$ cat config.mk
export PLATFORM = sky130hd
export DESIGN_NAME = ubf_core
export DESIGN_NICKNAME = d
export VERILOG_FILES = /design/src/pkg/ubf_pkg.sv /design/src/pkg/ubf_stream_if.sv /design/src/design/ubf_core.sv /design/src/design/ubf_fifo.sv
export SDC_FILE = /design/constraint.sdc
export NUM_CORES = 1
export LEC_CHECK = 0
export BUFFER_PORTS_ARGS = -buffer_cell sky130_fd_sc_hd__buf_2
export CAP_MARGIN = 40
export CORE_AREA = 2 2 132 134
export DETAILED_ROUTE_END_ITERATION = 16
export DIE_AREA = 0 0 134 136
export SLEW_MARGIN = 10
export SYNTH_ARGS = -nofsm -noshare
export SYNTH_HDL_FRONTEND = slang
export SYNTH_SLANG_ARGS = --single-unit
$ cat constraint.sdc
create_clock -name CLOCK -period 3.36 [get_ports CLOCK]
set_clock_uncertainty 0.2 [all_clocks]
set_input_delay 0.672 -clock CLOCK [delete_from_list [all_inputs] [get_ports CLOCK]]
set_output_delay 0.672 -clock CLOCK [all_outputs]
set_load 0.01 [all_outputs]
$ cat src/pkg/ubf_pkg.sv
package ubf_pkg;

	localparam int DATA_W       = 8;
	localparam int WORD_W       = 12;
	localparam int FLD_PE       = 8;
	localparam int FLD_DOR      = 9;
	localparam int FLD_FE       = 10;
	localparam int FLD_NINTH    = 11;
	localparam int RX_DEPTH_DOC = 2;
	localparam int FIFO_DEPTH   = 8;

	localparam logic [2:0] CSZ_NINE  = 3'h7;
	localparam logic       RST_TXBE  = 1'h1;
	localparam logic       RST_TXC   = 1'h0;
	localparam logic       RST_RXC   = 1'h0;
	localparam logic       LINE_IDLE = 1'h1;

	typedef enum logic [2:0] {
		TX_IDLE  = 3'h0,
		TX_START = 3'h1,
		TX_DATA  = 3'h3,
		TX_PAR   = 3'h2,
		TX_STOP  = 3'h6
	} ubf_tx_state_t;

	typedef enum logic [1:0] {
		RX_IDLE = 2'h0,
		RX_DATA = 2'h1,
		RX_PAR  = 2'h3,
		RX_STOP = 2'h2
	} ubf_rx_state_t;

	function automatic logic [3:0] ubf_char_bits(input logic [2:0] sel);
		case (sel)
			3'h0:     return 4'h5;
			3'h1:     return 4'h6;
			3'h2:     return 4'h7;
			CSZ_NINE: return 4'h9;
			default:  return 4'h8;
		endcase
	endfunction : ubf_char_bits

	function automatic logic ubf_parity(input logic [8:0] d, input logic [3:0] n,
			input logic odd);
		logic p;
		p = odd;
		for (int i = 0; i < 9; i++) begin
			if (4'(i) < n) begin
				p = p ^ d[i];
			end
		end
		return p;
	endfunction : ubf_parity

endpackage : ubf_pkg

$ cat src/pkg/ubf_stream_if.sv
`timescale 1ns/1ps
interface ubf_stream_if #(parameter int W = 12);
	logic         valid;
	logic         ready;
	logic [W-1:0] data;
	modport src (output valid, output data, input ready);
	modport snk (input valid, input data, output ready);
endinterface : ubf_stream_if

$ cat src/design/ubf_core.sv
`timescale 1ns/1ps
// What this block does
// - The ninth data bit goes out on the line exactly as software supplied it.
// - Buffer-empty flag is high with an empty buffer, low while a character waits.
// - A data write clears buffer-empty; its request follows flag, enable and global enable.
// - Transmit-complete sets when the frame is out and no character waits.
// - Transmit-complete clears when its interrupt is taken or on a one written.
// - Transmit-complete request is raised with its enable and global enable.
// - With parity enabled a parity bit goes between last data bit and stop.
// - Transmit disable waits until shifter and buffer are empty, then frees the pin.
// - Receive enable hands the serial input pin to the receiver.
// - In synchronous mode bits are clocked by the external serial clock pin.
// - After a start bit, bits shift in up to the first stop; second ignored.
// - At the first stop bit the character moves into the receive buffer.
// - Unused upper data bits read as zero for short characters.
// - Ninth bit and error bits travel with each character; a read advances them.
// - Receive-complete reads one while unread characters remain, else zero.
// - Receive disable flushes the buffer and drops receive-complete.
// - Receive-complete request follows flag, enable and global enable.
// - Receive buffer holds two characters and a third waits behind it; a fourth is lost and the next character stored carries overrun.
// - Frame error is one when the first stop bit sampled low.
// - Frame is low start, data LSB first, optional parity, high stops.
// - Parity is the xor of the data bits, inverted for odd parity.
module ubf_core #(
	parameter int RX_DEPTH = ubf_pkg::RX_DEPTH_DOC
) (
	input  logic                       CLOCK,
	input  logic                       RST_B,
	input  logic [2:0]                 CHAR_SIZE_SELECT,
	input  logic                       PARITY_ENABLE_BIT,
	input  logic                       PARITY_ODD_SELECT,
	input  logic                       TWO_STOP_BITS,
	input  logic                       SYNC_MODE,
	input  logic                       TRANSMIT_ENABLE,
	input  logic                       RECEIVE_ENABLE,
	input  logic                       TX_BUFFER_EMPTY_IRQ_EN,
	input  logic                       TX_COMPLETE_IRQ_EN,
	input  logic                       RX_COMPLETE_IRQ_EN,
	input  logic                       GLOBAL_IRQ_EN,
	input  logic                       TX_NINTH_BIT,
	input  logic                       DATA_WR,
	input  logic [ubf_pkg::DATA_W-1:0] DATA_WR_VALUE,
	input  logic                       DATA_RD,
	input  logic                       TXC_CLEAR_WR,
	input  logic                       TXC_IRQ_ACK,
	input  logic                       TX_BIT_TICK,
	input  logic                       RX_BIT_TICK,
	input  logic                       RXD_PIN,
	input  logic                       EXT_SERIAL_CLOCK_PIN,
	output logic                       TXD_OUT,
	output logic                       TXD_OE,
	output logic                       RXD_OWNED,
	output logic                       TX_BUFFER_EMPTY_FLAG,
	output logic                       TX_COMPLETE_FLAG,
	output logic                       RX_COMPLETE_FLAG,
	output logic [ubf_pkg::DATA_W-1:0] RD_DATA,
	output logic                       RX_NINTH_BIT,
	output logic                       FRAME_ERROR_FLAG,
	output logic                       OVERRUN_FLAG,
	output logic                       PARITY_ERROR_FLAG,
	output logic                       TX_BUFFER_EMPTY_IRQ,
	output logic                       TX_COMPLETE_IRQ,
	output logic                       RX_COMPLETE_IRQ
);
	import ubf_pkg::*;

	if (RX_DEPTH < 2) begin : g_bad_depth
		$error("ubf_core needs RX_DEPTH >= 2");
	end

	// Pin synchronisers
	logic rxd_s1_reg, rxd_s2_reg;
	logic xck_s1_reg, xck_s2_reg, xck_s3_reg;
	logic tx_strobe, rx_strobe, rxd_bit;
	logic [3:0] nbits;

	always_ff @(posedge CLOCK or negedge RST_B) begin
		if (!RST_B) begin
			rxd_s1_reg <= LINE_IDLE;
			rxd_s2_reg <= LINE_IDLE;
			xck_s1_reg <= 1'h0;
			xck_s2_reg <= 1'h0;
			xck_s3_reg <= 1'h0;
		end else begin
			rxd_s1_reg <= RXD_PIN;
			rxd_s2_reg <= rxd_s1_reg;
			xck_s1_reg <= EXT_SERIAL_CLOCK_PIN;
			xck_s2_reg <= xck_s1_reg;
			xck_s3_reg <= xck_s2_reg;
		end
	end

	// Sample on rising, change on falling external clock edge
	assign rx_strobe = SYNC_MODE ? (xck_s2_reg & ~xck_s3_reg) : RX_BIT_TICK;
	assign tx_strobe = SYNC_MODE ? (~xck_s2_reg & xck_s3_reg) : TX_BIT_TICK;
	assign rxd_bit   = rxd_s2_reg;
	assign nbits     = ubf_char_bits(CHAR_SIZE_SELECT);

	// ---------------- Transmitter ----------------
	ubf_tx_state_t tx_state_reg;
	logic [8:0]    tx_buf_reg;
	logic          tx_buf_empty_reg;
	logic [8:0]    tx_shift_reg;
	logic [8:0]    tx_sent_reg;
	logic [3:0]    tx_cnt_reg;
	logic          tx_par_reg;
	logic          tx_en_eff_reg;
	logic          txd_reg;
	logic          txc_reg;
	logic          tx_frame_end;
	logic          tx_load;
	logic [3:0]    stop_cnt;

	assign stop_cnt     = TWO_STOP_BITS ? 4'h1 : 4'h0;
	assign tx_frame_end = tx_strobe & (tx_state_reg == TX_STOP) & (tx_cnt_reg == 4'h0);
	assign tx_load      = tx_en_eff_reg & ~tx_buf_empty_reg
		& ((tx_state_reg == TX_IDLE) | tx_frame_end);

	// Ninth bit sampled with the data byte
	always_ff @(posedge CLOCK or negedge RST_B) begin
		if (!RST_B) begin
			tx_buf_reg       <= '0;
			tx_buf_empty_reg <= RST_TXBE;
		end else if (DATA_WR) begin
			tx_buf_reg       <= {(CHAR_SIZE_SELECT == CSZ_NINE) & TX_NINTH_BIT,
				DATA_WR_VALUE};
			tx_buf_empty_reg <= 1'h0;
		end else if (tx_load) begin
			tx_buf_empty_reg <= 1'h1;
		end
	end

	always_ff @(posedge CLOCK or negedge RST_B) begin
		if (!RST_B) begin
			tx_en_eff_reg <= 1'h0;
		end else if (TRANSMIT_ENABLE) begin
			tx_en_eff_reg <= 1'h1;
		end else if (tx_state_reg == TX_IDLE && tx_buf_empty_reg && !DATA_WR) begin
			tx_en_eff_reg <= 1'h0;
		end
	end

	always_ff @(posedge CLOCK or negedge RST_B) begin
		if (!RST_B) begin
			tx_state_reg <= TX_IDLE;
			tx_shift_reg <= '0;
			tx_sent_reg  <= '0;
			tx_cnt_reg   <= '0;
			tx_par_reg   <= 1'h0;
			txd_reg      <= LINE_IDLE;
		end else if (tx_load) begin
			tx_state_reg <= TX_START;
			tx_shift_reg <= tx_buf_reg;
			tx_sent_reg  <= tx_buf_reg;
			tx_par_reg   <= ubf_parity(tx_buf_reg, nbits, PARITY_ODD_SELECT);
			txd_reg      <= 1'h0;
		end else if (tx_strobe) begin
			case (tx_state_reg)
				TX_START: begin
					tx_state_reg <= TX_DATA;
					txd_reg      <= tx_shift_reg[0];
					tx_shift_reg <= {1'h0, tx_shift_reg[8:1]};
					tx_cnt_reg   <= 4'(nbits - 4'h1);
				end
				TX_DATA: begin
					if (tx_cnt_reg != 4'h0) begin
						txd_reg      <= tx_shift_reg[0];
						tx_shift_reg <= {1'h0, tx_shift_reg[8:1]};
						tx_cnt_reg   <= 4'(tx_cnt_reg - 4'h1);
					end else if (PARITY_ENABLE_BIT) begin
						tx_state_reg <= TX_PAR;
						txd_reg      <= tx_par_reg;
					end else begin
						tx_state_reg <= TX_STOP;
						txd_reg      <= LINE_IDLE;
						tx_cnt_reg   <= stop_cnt;
					end
				end
				TX_PAR: begin
					tx_state_reg <= TX_STOP;
					txd_reg      <= LINE_IDLE;
					tx_cnt_reg   <= stop_cnt;
				end
				TX_STOP: begin
					if (tx_cnt_reg == 4'h0) begin
						tx_state_reg <= TX_IDLE;
					end else begin
						tx_cnt_reg <= 4'(tx_cnt_reg - 4'h1);
					end
				end
				default: begin
					tx_state_reg <= TX_IDLE;
					txd_reg      <= LINE_IDLE;
				end
			endcase
		end
	end

	// Completion wins over a clear in the same cycle
	always_ff @(posedge CLOCK or negedge RST_B) begin
		if (!RST_B) begin
			txc_reg <= RST_TXC;
		end else if (tx_frame_end && tx_buf_empty_reg) begin
			txc_reg <= 1'h1;
		end else if (TXC_CLEAR_WR || TXC_IRQ_ACK) begin
			txc_reg <= 1'h0;
		end
	end

	// ---------------- Receiver ----------------
	ubf_rx_state_t        rx_state_reg;
	logic [8:0]           rx_shift_reg;
	logic [3:0]           rx_cnt_reg;
	logic                 rx_par_bit_reg;
	logic [WORD_W-1:0]    hold_word_reg;
	logic                 hold_valid_reg;
	logic                 ovr_pend_reg;
	logic                 rx_start;
	logic                 rx_done;
	logic                 hold_free;
	logic [8:0]           rx_data9;
	logic                 rx_pe;
	logic [WORD_W-1:0]    rx_word;

	ubf_stream_if #(.W(WORD_W)) rx_in ();
	ubf_stream_if #(.W(WORD_W)) rx_out ();

	assign rx_start  = RECEIVE_ENABLE & rx_strobe & (rx_state_reg == RX_IDLE) & ~rxd_bit;
	assign rx_done   = RECEIVE_ENABLE & rx_strobe & (rx_state_reg == RX_STOP);
	assign hold_free = ~hold_valid_reg | rx_in.ready;
	assign rx_data9  = 9'(rx_shift_reg >> (4'h9 - nbits));
	assign rx_pe     = PARITY_ENABLE_BIT
		& (ubf_parity(rx_data9, nbits, PARITY_ODD_SELECT) != rx_par_bit_reg);
	assign rx_word   = {rx_data9[8], ~rxd_bit, ovr_pend_reg, rx_pe, rx_data9[7:0]};

	always_ff @(posedge CLOCK or negedge RST_B) begin
		if (!RST_B) begin
			rx_state_reg   <= RX_IDLE;
			rx_shift_reg   <= '0;
			rx_cnt_reg     <= '0;
			rx_par_bit_reg <= 1'h0;
		end else if (!RECEIVE_ENABLE) begin
			rx_state_reg <= RX_IDLE;
		end else if (rx_strobe) begin
			case (rx_state_reg)
				RX_IDLE: begin
					if (!rxd_bit) begin
						rx_state_reg <= RX_DATA;
						rx_shift_reg <= '0;
						rx_cnt_reg   <= 4'(nbits - 4'h1);
					end
				end
				RX_DATA: begin
					rx_shift_reg <= {rxd_bit, rx_shift_reg[8:1]};
					if (rx_cnt_reg != 4'h0) begin
						rx_cnt_reg <= 4'(rx_cnt_reg - 4'h1);
					end else begin
						rx_state_reg <= PARITY_ENABLE_BIT ? RX_PAR : RX_STOP;
					end
				end
				RX_PAR: begin
					rx_par_bit_reg <= rxd_bit;
					rx_state_reg   <= RX_STOP;
				end
				RX_STOP: begin
					rx_state_reg <= RX_IDLE;
				end
				default: begin
					rx_state_reg <= RX_IDLE;
				end
			endcase
		end
	end

	// Completed frame waits here while the buffer is full
	always_ff @(posedge CLOCK or negedge RST_B) begin
		if (!RST_B) begin
			hold_word_reg  <= '0;
			hold_valid_reg <= 1'h0;
			ovr_pend_reg   <= 1'h0;
		end else if (!RECEIVE_ENABLE) begin
			hold_valid_reg <= 1'h0;
			ovr_pend_reg   <= 1'h0;
		end else if (rx_done && hold_free) begin
			hold_word_reg  <= rx_word;
			hold_valid_reg <= 1'h1;
			ovr_pend_reg   <= 1'h0;
		end else begin
			if (rx_done) begin
				ovr_pend_reg <= 1'h1;
			end
			if (rx_in.ready) begin
				hold_valid_reg <= 1'h0;
			end
		end
	end

	assign rx_in.valid  = hold_valid_reg;
	assign rx_in.data   = hold_word_reg;
	assign rx_out.ready = DATA_RD;

	ubf_fifo #(
		.WIDTH (WORD_W),
		.DEPTH (RX_DEPTH)
	) u_rx_fifo (
		.clk   (CLOCK),
		.rst_b (RST_B),
		.flush (~RECEIVE_ENABLE),
		.in_s  (rx_in),
		.out_s (rx_out)
	);

	// ---------------- Registered outputs ----------------
	logic [WORD_W-1:0] rd_word_reg;
	logic              rxc_reg;
	logic              rx_own_reg;
	logic              tx_buffer_empty_flag_irq_reg, txc_irq_reg, rxc_irq_reg;

	always_ff @(posedge CLOCK or negedge RST_B) begin
		if (!RST_B) begin
			rd_word_reg <= '0;
			rxc_reg     <= RST_RXC;
			rx_own_reg  <= 1'h0;
		end else begin
			rd_word_reg <= rx_out.valid ? rx_out.data : '0;
			rxc_reg     <= rx_out.valid;
			rx_own_reg  <= RECEIVE_ENABLE;
		end
	end

	always_ff @(posedge CLOCK or negedge RST_B) begin
		if (!RST_B) begin
			tx_buffer_empty_flag_irq_reg <= 1'h0;
			txc_irq_reg  <= 1'h0;
			rxc_irq_reg  <= 1'h0;
		end else begin
			tx_buffer_empty_flag_irq_reg <= tx_buf_empty_reg & TX_BUFFER_EMPTY_IRQ_EN & GLOBAL_IRQ_EN;
			txc_irq_reg  <= txc_reg & TX_COMPLETE_IRQ_EN & GLOBAL_IRQ_EN;
			rxc_irq_reg  <= rx_out.valid & RX_COMPLETE_IRQ_EN & GLOBAL_IRQ_EN;
		end
	end

	assign TXD_OUT              = txd_reg;
	assign TXD_OE               = tx_en_eff_reg;
	assign RXD_OWNED            = rx_own_reg;
	assign TX_BUFFER_EMPTY_FLAG = tx_buf_empty_reg;
	assign TX_COMPLETE_FLAG     = txc_reg;
	assign RX_COMPLETE_FLAG     = rxc_reg;
	assign RD_DATA              = rd_word_reg[DATA_W-1:0];
	assign RX_NINTH_BIT         = rd_word_reg[FLD_NINTH];
	assign FRAME_ERROR_FLAG     = rd_word_reg[FLD_FE];
	assign OVERRUN_FLAG         = rd_word_reg[FLD_DOR];
	assign PARITY_ERROR_FLAG    = rd_word_reg[FLD_PE];
	assign TX_BUFFER_EMPTY_IRQ  = tx_buffer_empty_flag_irq_reg;
	assign TX_COMPLETE_IRQ      = txc_irq_reg;
	assign RX_COMPLETE_IRQ      = rxc_irq_reg;
endmodule : ubf_core

$ cat src/design/ubf_fifo.sv
`timescale 1ns/1ps
module ubf_fifo #(
	parameter int WIDTH = ubf_pkg::WORD_W,
	parameter int DEPTH = ubf_pkg::FIFO_DEPTH
) (
	input logic         clk,
	input logic         rst_b,
	input logic         flush,
	ubf_stream_if.snk   in_s,
	ubf_stream_if.src   out_s
);
	import ubf_pkg::*;

	localparam int AW = (DEPTH > 1) ? $clog2(DEPTH) : 1;
	localparam int CW = $clog2(DEPTH + 1);

	if (WIDTH < 1 || DEPTH < 2) begin : g_bad_param
		$error("ubf_fifo needs WIDTH >= 1 and DEPTH >= 2");
	end

	logic [WIDTH-1:0] mem_reg [DEPTH];
	logic [AW-1:0]    wr_ptr_reg;
	logic [AW-1:0]    rd_ptr_reg;
	logic [CW-1:0]    count_reg;
	logic             push;
	logic             pop;

	function automatic logic [AW-1:0] bump(input logic [AW-1:0] p);
		return (p == AW'(DEPTH - 1)) ? '0 : AW'(p + 1'b1);
	endfunction : bump

	assign in_s.ready  = (count_reg != CW'(DEPTH));
	assign out_s.valid = (count_reg != '0);
	assign out_s.data  = mem_reg[rd_ptr_reg];
	assign push        = in_s.valid & in_s.ready;
	assign pop         = out_s.valid & out_s.ready;

	always_ff @(posedge clk) begin
		if (push) begin
			mem_reg[wr_ptr_reg] <= in_s.data;
		end
	end

	always_ff @(posedge clk or negedge rst_b) begin
		if (!rst_b) begin
			wr_ptr_reg <= '0;
			rd_ptr_reg <= '0;
			count_reg  <= '0;
		end else if (flush) begin
			wr_ptr_reg <= '0;
			rd_ptr_reg <= '0;
			count_reg  <= '0;
		end else begin
			if (push) begin
				wr_ptr_reg <= bump(wr_ptr_reg);
			end
			if (pop) begin
				rd_ptr_reg <= bump(rd_ptr_reg);
			end
			if (push && !pop) begin
				count_reg <= CW'(count_reg + 1'b1);
			end else if (pop && !push) begin
				count_reg <= CW'(count_reg - 1'b1);
			end
		end
	end

endmodule : ubf_fifo

Word level (Yosys, flattened, before mapping)

Memories as Yosys holds them, arrays and structs flattened.
Cells that the tools add are included.

Add/sub/neg operators: 8
$lt $le $gt $ge: 9
Equal/unequal tests: 28
Shift operators: 1
Muxes and demuxes: 84
Bitwise operators: 44
Reduce and logical (&&, ||, !) cells: 33

Operators by type and width:

| kind                | number |
|---|---|
| $mux 1              | 54 |
| $mux 9              | 4 |
| $pmux 9 s2          | 2 |
| $pmux 4 s4          | 2 |
| $mux 4              | 5 |
| $and 1x1->1         | 18 |
| $xor 1x1->1         | 18 |
| $lt 3x4->1 const A  | 4 |
| $mux 3              | 5 |
| $ne 3x3->1 const B  | 5 |
| $mux 2              | 7 |
| $mux 12             | 1 |
| $pmux 3 s4          | 1 |
| $reduce_and 3->1    | 4 |
| $reduce_bool 2->1   | 6 |
| $reduce_bool 4->1   | 3 |
| $sub 4x1->4 const B | 3 |
| $ne 2x2->1 const B  | 5 |
| $reduce_and 5->1    | 2 |
| $eq 3x2->1 const B  | 3 |
| $ne 3x1->1 const B  | 3 |
| $shr 9x4->9         | 1 |
| $lt 1x4->1 const A  | 2 |
| $lt 2x4->1 const A  | 2 |
| other kinds (26)    | 47 |

Flip-flop bits (word level): 86
RAM bits: 24
Input port bits: 32
Word-level logic and storage cells: 238
Memories: 1

Memory list:

| memory            | depth | bits a word | read ports | clocked after memory_dff | wr ports | RTL line       | text |
|---|---|---|---|---|---|---|---|
| u_rx_fifo.mem_reg | 2     | 12          | 1          | 0                        | 1        | ubf_fifo.sv:21 | `logic [WIDTH-1:0] mem_reg [DEPTH];` |

Longest topological paths before layout

Word-level depth: 31
Depth in mapped cells: 14
Depth with buffers taken out: 12

By module

A second synthesis with hierarchy kept.

Cell total of the unflattened synthesis: 538
Area, all modules: 5,507.8 µm²

By module, submodules not included:

| module   | instances | cells an instance | area an instance (µm²) | sequential area each (µm²) |
|---|---|---|---|---|
| ubf_core | 1         | 476               | 4,425.5                | 2,057.0 |
| ubf_fifo | 1         | 62                | 1,082.3                | 820.8 |

Worst setup path after synthesis

No wires, ideal clock.

Kind: input to register
Start: input CHAR_SIZE_SELECT[2]
End: register hold_word_reg[8]
Arrival: 3.230 ns
Path slack: -0.163 ns
Cell stages on the path: 14
Buffers on the path: 4
Cell sequence: buf_6 > buf_6 > clkbuf_1 > a21o_1 > ha_1 > clkbuf_1 > nor2_1 > mux2_2 > a31oi_1 > a21oi_2 > xnor2_1 > xnor2_1 > xnor3_1 > o31ai_2

Cells in the longest elaborated chain, start to end: 24
Elaborated cells on any way between the ends: 36

RTL lines:

| item                                     | RTL line        | text |
|---|---|---|
| from (decl)                              | ubf_core.sv:29  | `input logic [2:0] CHAR_SIZE_SELECT,` |
| $eq 3x3->1, or another cell as far along | ubf_pkg.sv:34   | `case (sel)` |
| $pmux 4 s4 (*)                           | ubf_pkg.sv:34   |  |
| $sub 4x4->4                              | ubf_core.sv:231 | `assign rx_data9 = 9'(rx_shift_reg >> (4'h9 - nbits));` |
| $shr 9x4->9                              | ubf_core.sv:231 |  |
| $xor 1x1->1                              | ubf_pkg.sv:49   | `p = p ^ d[i];` |
| $mux 1                                   | ubf_pkg.sv:48   | `if (4'(i) < n) begin` |
| $xor 1x1->1                              | ubf_pkg.sv:49   |  |
| $mux 1                                   | ubf_pkg.sv:48   |  |
| [8 not listed]                           | --              |  |
| $xor 1x1->1                              | ubf_pkg.sv:49   |  |
| $mux 1                                   | ubf_pkg.sv:48   |  |
| $xor 1x1->1                              | ubf_pkg.sv:49   |  |
| $mux 1                                   | ubf_pkg.sv:48   |  |
| $xor 1x1->1                              | ubf_pkg.sv:49   |  |
| $mux 1 (*)                               | ubf_pkg.sv:48   |  |
| $ne 1x1->1 (*)                           | ubf_core.sv:233 | `& (ubf_parity(rx_data9, nbits, PARITY_ODD_SELECT) != rx_par_bit_reg);` |
| $and 1x1->1 (*)                          | ubf_core.sv:233 |  |
| to (signal assigned)                     | ubf_core.sv:285 | `hold_word_reg <= rx_word;` |
| to (decl)                                | ubf_core.sv:215 | `logic [WORD_W-1:0] hold_word_reg;` |

Mark *: on every way between the ends. The rest lies on a longest branch, timed or not.
A chain may end at the register's enable or synchronous reset.

Final worst setup path

Start: input CHAR_SIZE_SELECT[1]
End: register hold_word_reg[8]

Same word-level chain as after synthesis.

==> impl_metrics.yaml <==
clock_network:
  clkTransAtPathRegs_ns: 0.07
  cts_root_buffer: "clkbuf_16"
  cts_resized: 0
  cts_buffers: 9
  cts_setup_buffers: 0
  clock_path_buffers: 2
  cts_tree: "done"
  insertion_delay_ns: 0.35
  hold_buffers: 0
  clock_sinks: 110
  cts_max_level: 3
critical_path:
  crit_type: "in -> reg"
  slowest_delay_ns: 0.44
  cp_cell_sequence: "buf_2 -> inv_1 -> nand2_1 -> a21o_1 -> ha_2 -> nand2b_1 -> o32ai_2 -> xnor2_2 -> xnor3_1 -> o31ai_2"
  arrival_ns: 2.97
  critPathLaunchType: "input port"
  required_ns: 3.42
  cp_max_fo: 10
  cp-end-kind: "register"
  cp_slowest_cell: "o32ai_2"
  reg2reg_slack_ns: 0.68
yosys:
  syn_avg_cell_area_sq_um: 10.25
  synth_common_cells: "82 x dfrtp_1, 58 x nand2_1, 51 x nor2_1"
  synth_edf_count: 24
  synth.distinct_cells: 74
  yosys-top-cells-area: "dfrtp_1 36%, edfxtp_1 13%, mux2i_1 4.3%"
  synth.most_common_cell: "dfrtp_1"
  yosys_warnings: 0
  synth-main-ff-cell: "dfrtp_1"
  synth_seq_area_share_pct: 51.12
  synth_top_area_share_pct: 36.45
  netlist_area_sq_mm: 0.005629
  syn_nets: 588
  synth_area_leader_cell: "dfrtp_1"
  ys_seq_elements: 110
  async_flop_share_pct: 78.18
  syn_inst: 549
detailed_routing:
  drt-total-wl_um: 12050
  drc: 0
  post_drt_wl_per_cell_um: 14.53
  viasPerCell: 4.906
  vias: 4067
  ant_nets: 0
  drt_pass1_iterations: 5
  drt_iter0_markers: 210
pwr:
  power.switching_w: 0.001078
  swShare_pct: 29.71
  clkPwrFrac_pct: 31.5
  pwr-share-comb_pct: 22.1
  finalPower_w: 0.003628
  vdd_ir_drop_max_mv: 0.3270
  p_per_area_mw_per_mm2: 556.8
  p_leak_nw: 2.751
  p_int_w: 0.002550
  seqPwrFrac_pct: 46.5
timing:
  setup_tns_ns: 0
  relSlewSlack_pct: 52.93
  setup_viol: 0
  worst_pin_slew_ns: 0.7060
  fmax_mhz: 343.6
  post-route-min-period_ns: 2.911
  finalWorstSetupSlack_ns: 0.4493
  slew_violations: 0
  hold_violations: 0
  fin_crit_sh_pct: 86.63
  rsz0062_at_grt: "false"
floorplanning:
  rows: 48
  die_area_sq_mm: 0.01822
  core_region_area_sq_mm: 0.01688
  start_util_pct: 33.36
  die_y_um: 136
  die_w_um: 134
  ioPinCount: 53
grt:
  overflow: 0
  track_usage_pct: 14.01
  grt_max_degree: 47
  grt_pass1_wl_um: 20400
  grt_pass1_vias: 4084
  antenna_found_initial: 0
flow_run:
  maxCapViolCount: 0
place:
  dp_slack_ns: 0.1024
  io_buffers: 52
  dp_hpwl_um: 8788
  gp_congestion: 0.8679
  placed_area_sq_mm: 0.006192
cells_and_area:
  final_cell_area_sq_mm: 0.006515
  nets: 638
  antenna_cells: 0
  largest_reg_flops: 24
  syn_to_final_growth_pct: 15.74
  drive_gt1_share_pct: 21.19
outcome:
  status: "finished clean"
hold_path:
  min_path_type: "in -> async"
## per-layer routing
layer | vias up | GRT usage (%) | part of all wire (%)
met5 | - | 0 | 0
met4 | 0 | 4.492 | 1.5
met3 | 9 | 2.498 | 2.8
met2 | 53 | 25.04 | 51
met1 | 1968 | 17.15 | 45
li1 | 2037 | - | -
## stage by stage
step                utilization [%]  instances  hold slack (ns)
finish                        38.60        829           0.1410
global route                  38.60        829           0.1591
global placement              36.65        812           0.1317
detailed placement            36.69        813           0.1358
floorplan                         -        549           0.1312
CTS                           38.60        829           0.1518
## logic make-up (layout without fill, tap and decap cells)
group | count (synthesis) | in the layout | share of synthesized area [%]
and+or+nand+nor | 178 | 178 | 15.29
AOI/OAI and AO/OA | 134 | 134 | 15.89
DFF | 110 | 110 | 51.12
buffers and inverters | 59 | 114 | 4.779
muxes | 41 | 41 | 7.735
xor gates and xnor gates | 20 | 20 | 3.623
adders and majority gates | 7 | 7 | 1.556
## layout make-up
cell class              count  area (sq um)
inverters                  21         78.83
clock buffers              10         229.0
well taps                 225         281.5
multi-input cells         380          2491
repair buffers             77         462.9
fillers                  1659         10360
flip-flops and latches    110          2878
clock inverters             6         93.84
## cell usage in the layout, fill, tap and decap left out, types with 5 or more instances in the layout
cell	n
a21o_1	5
a21oi_1	18
a31oi_1	6
and3_1	6
buf_2	51
buf_4	25
clkbuf_16	9
dfrtp_1	82
edfxtp_1	24
ha_1	6
inv_1	21
mux2_2	16
mux2i_1	24
nand2_1	58
nand2b_1	12
nand3_1	5
nor2_1	51
nor2b_1	10
nor3_1	6
o21ai_0	48
o31ai_1	7
or3_1	6
xnor2_1	12
xor2_1	5
## power by group through the flow
stage | Combinational (W) | Clock, W | Sequential, W
after floorplan | 0.000643 | 0 | 0.00164
after detailed placement | 0.000805 | 0 | 0.00171
after CTS | 0.000810 | 0.00118 | 0.00168
final | 0.000800 | 0.00114 | 0.00169
after global placement | 0.000777 | 0 | 0.00170
after global routing | 0.000918 | 0.00123 | 0.00171
## critical path: cells and delay by family
| family | cells | cell delay [ns] |
|---|---|---|
| buf+inv | 2 | 0.24 |
| fa+ha+maj | 1 | 0.35 |
| xor+xnor | 2 | 0.51 |
| compound gates | 3 | 0.80 |
| simple gates | 2 | 0.38 |
## final timing paths
check	from	endpoint	depth (start not counted)
worst max-delay path	CHAR_SIZE_SELECT[1]	hold_word_reg[8]	10
worst min-delay path	RST_B	xck_s3_reg	1
worst max register to register	tx_cnt_reg[0]	tx_shift_reg[0]	11
worst min register to register	xck_s1_reg	xck_s2_reg	0
max in group asynchronous	RST_B	rxd_s1_reg	2
min in group CLOCK	xck_s1_reg	xck_s2_reg	0
Power figures use the tool's default switching activity.
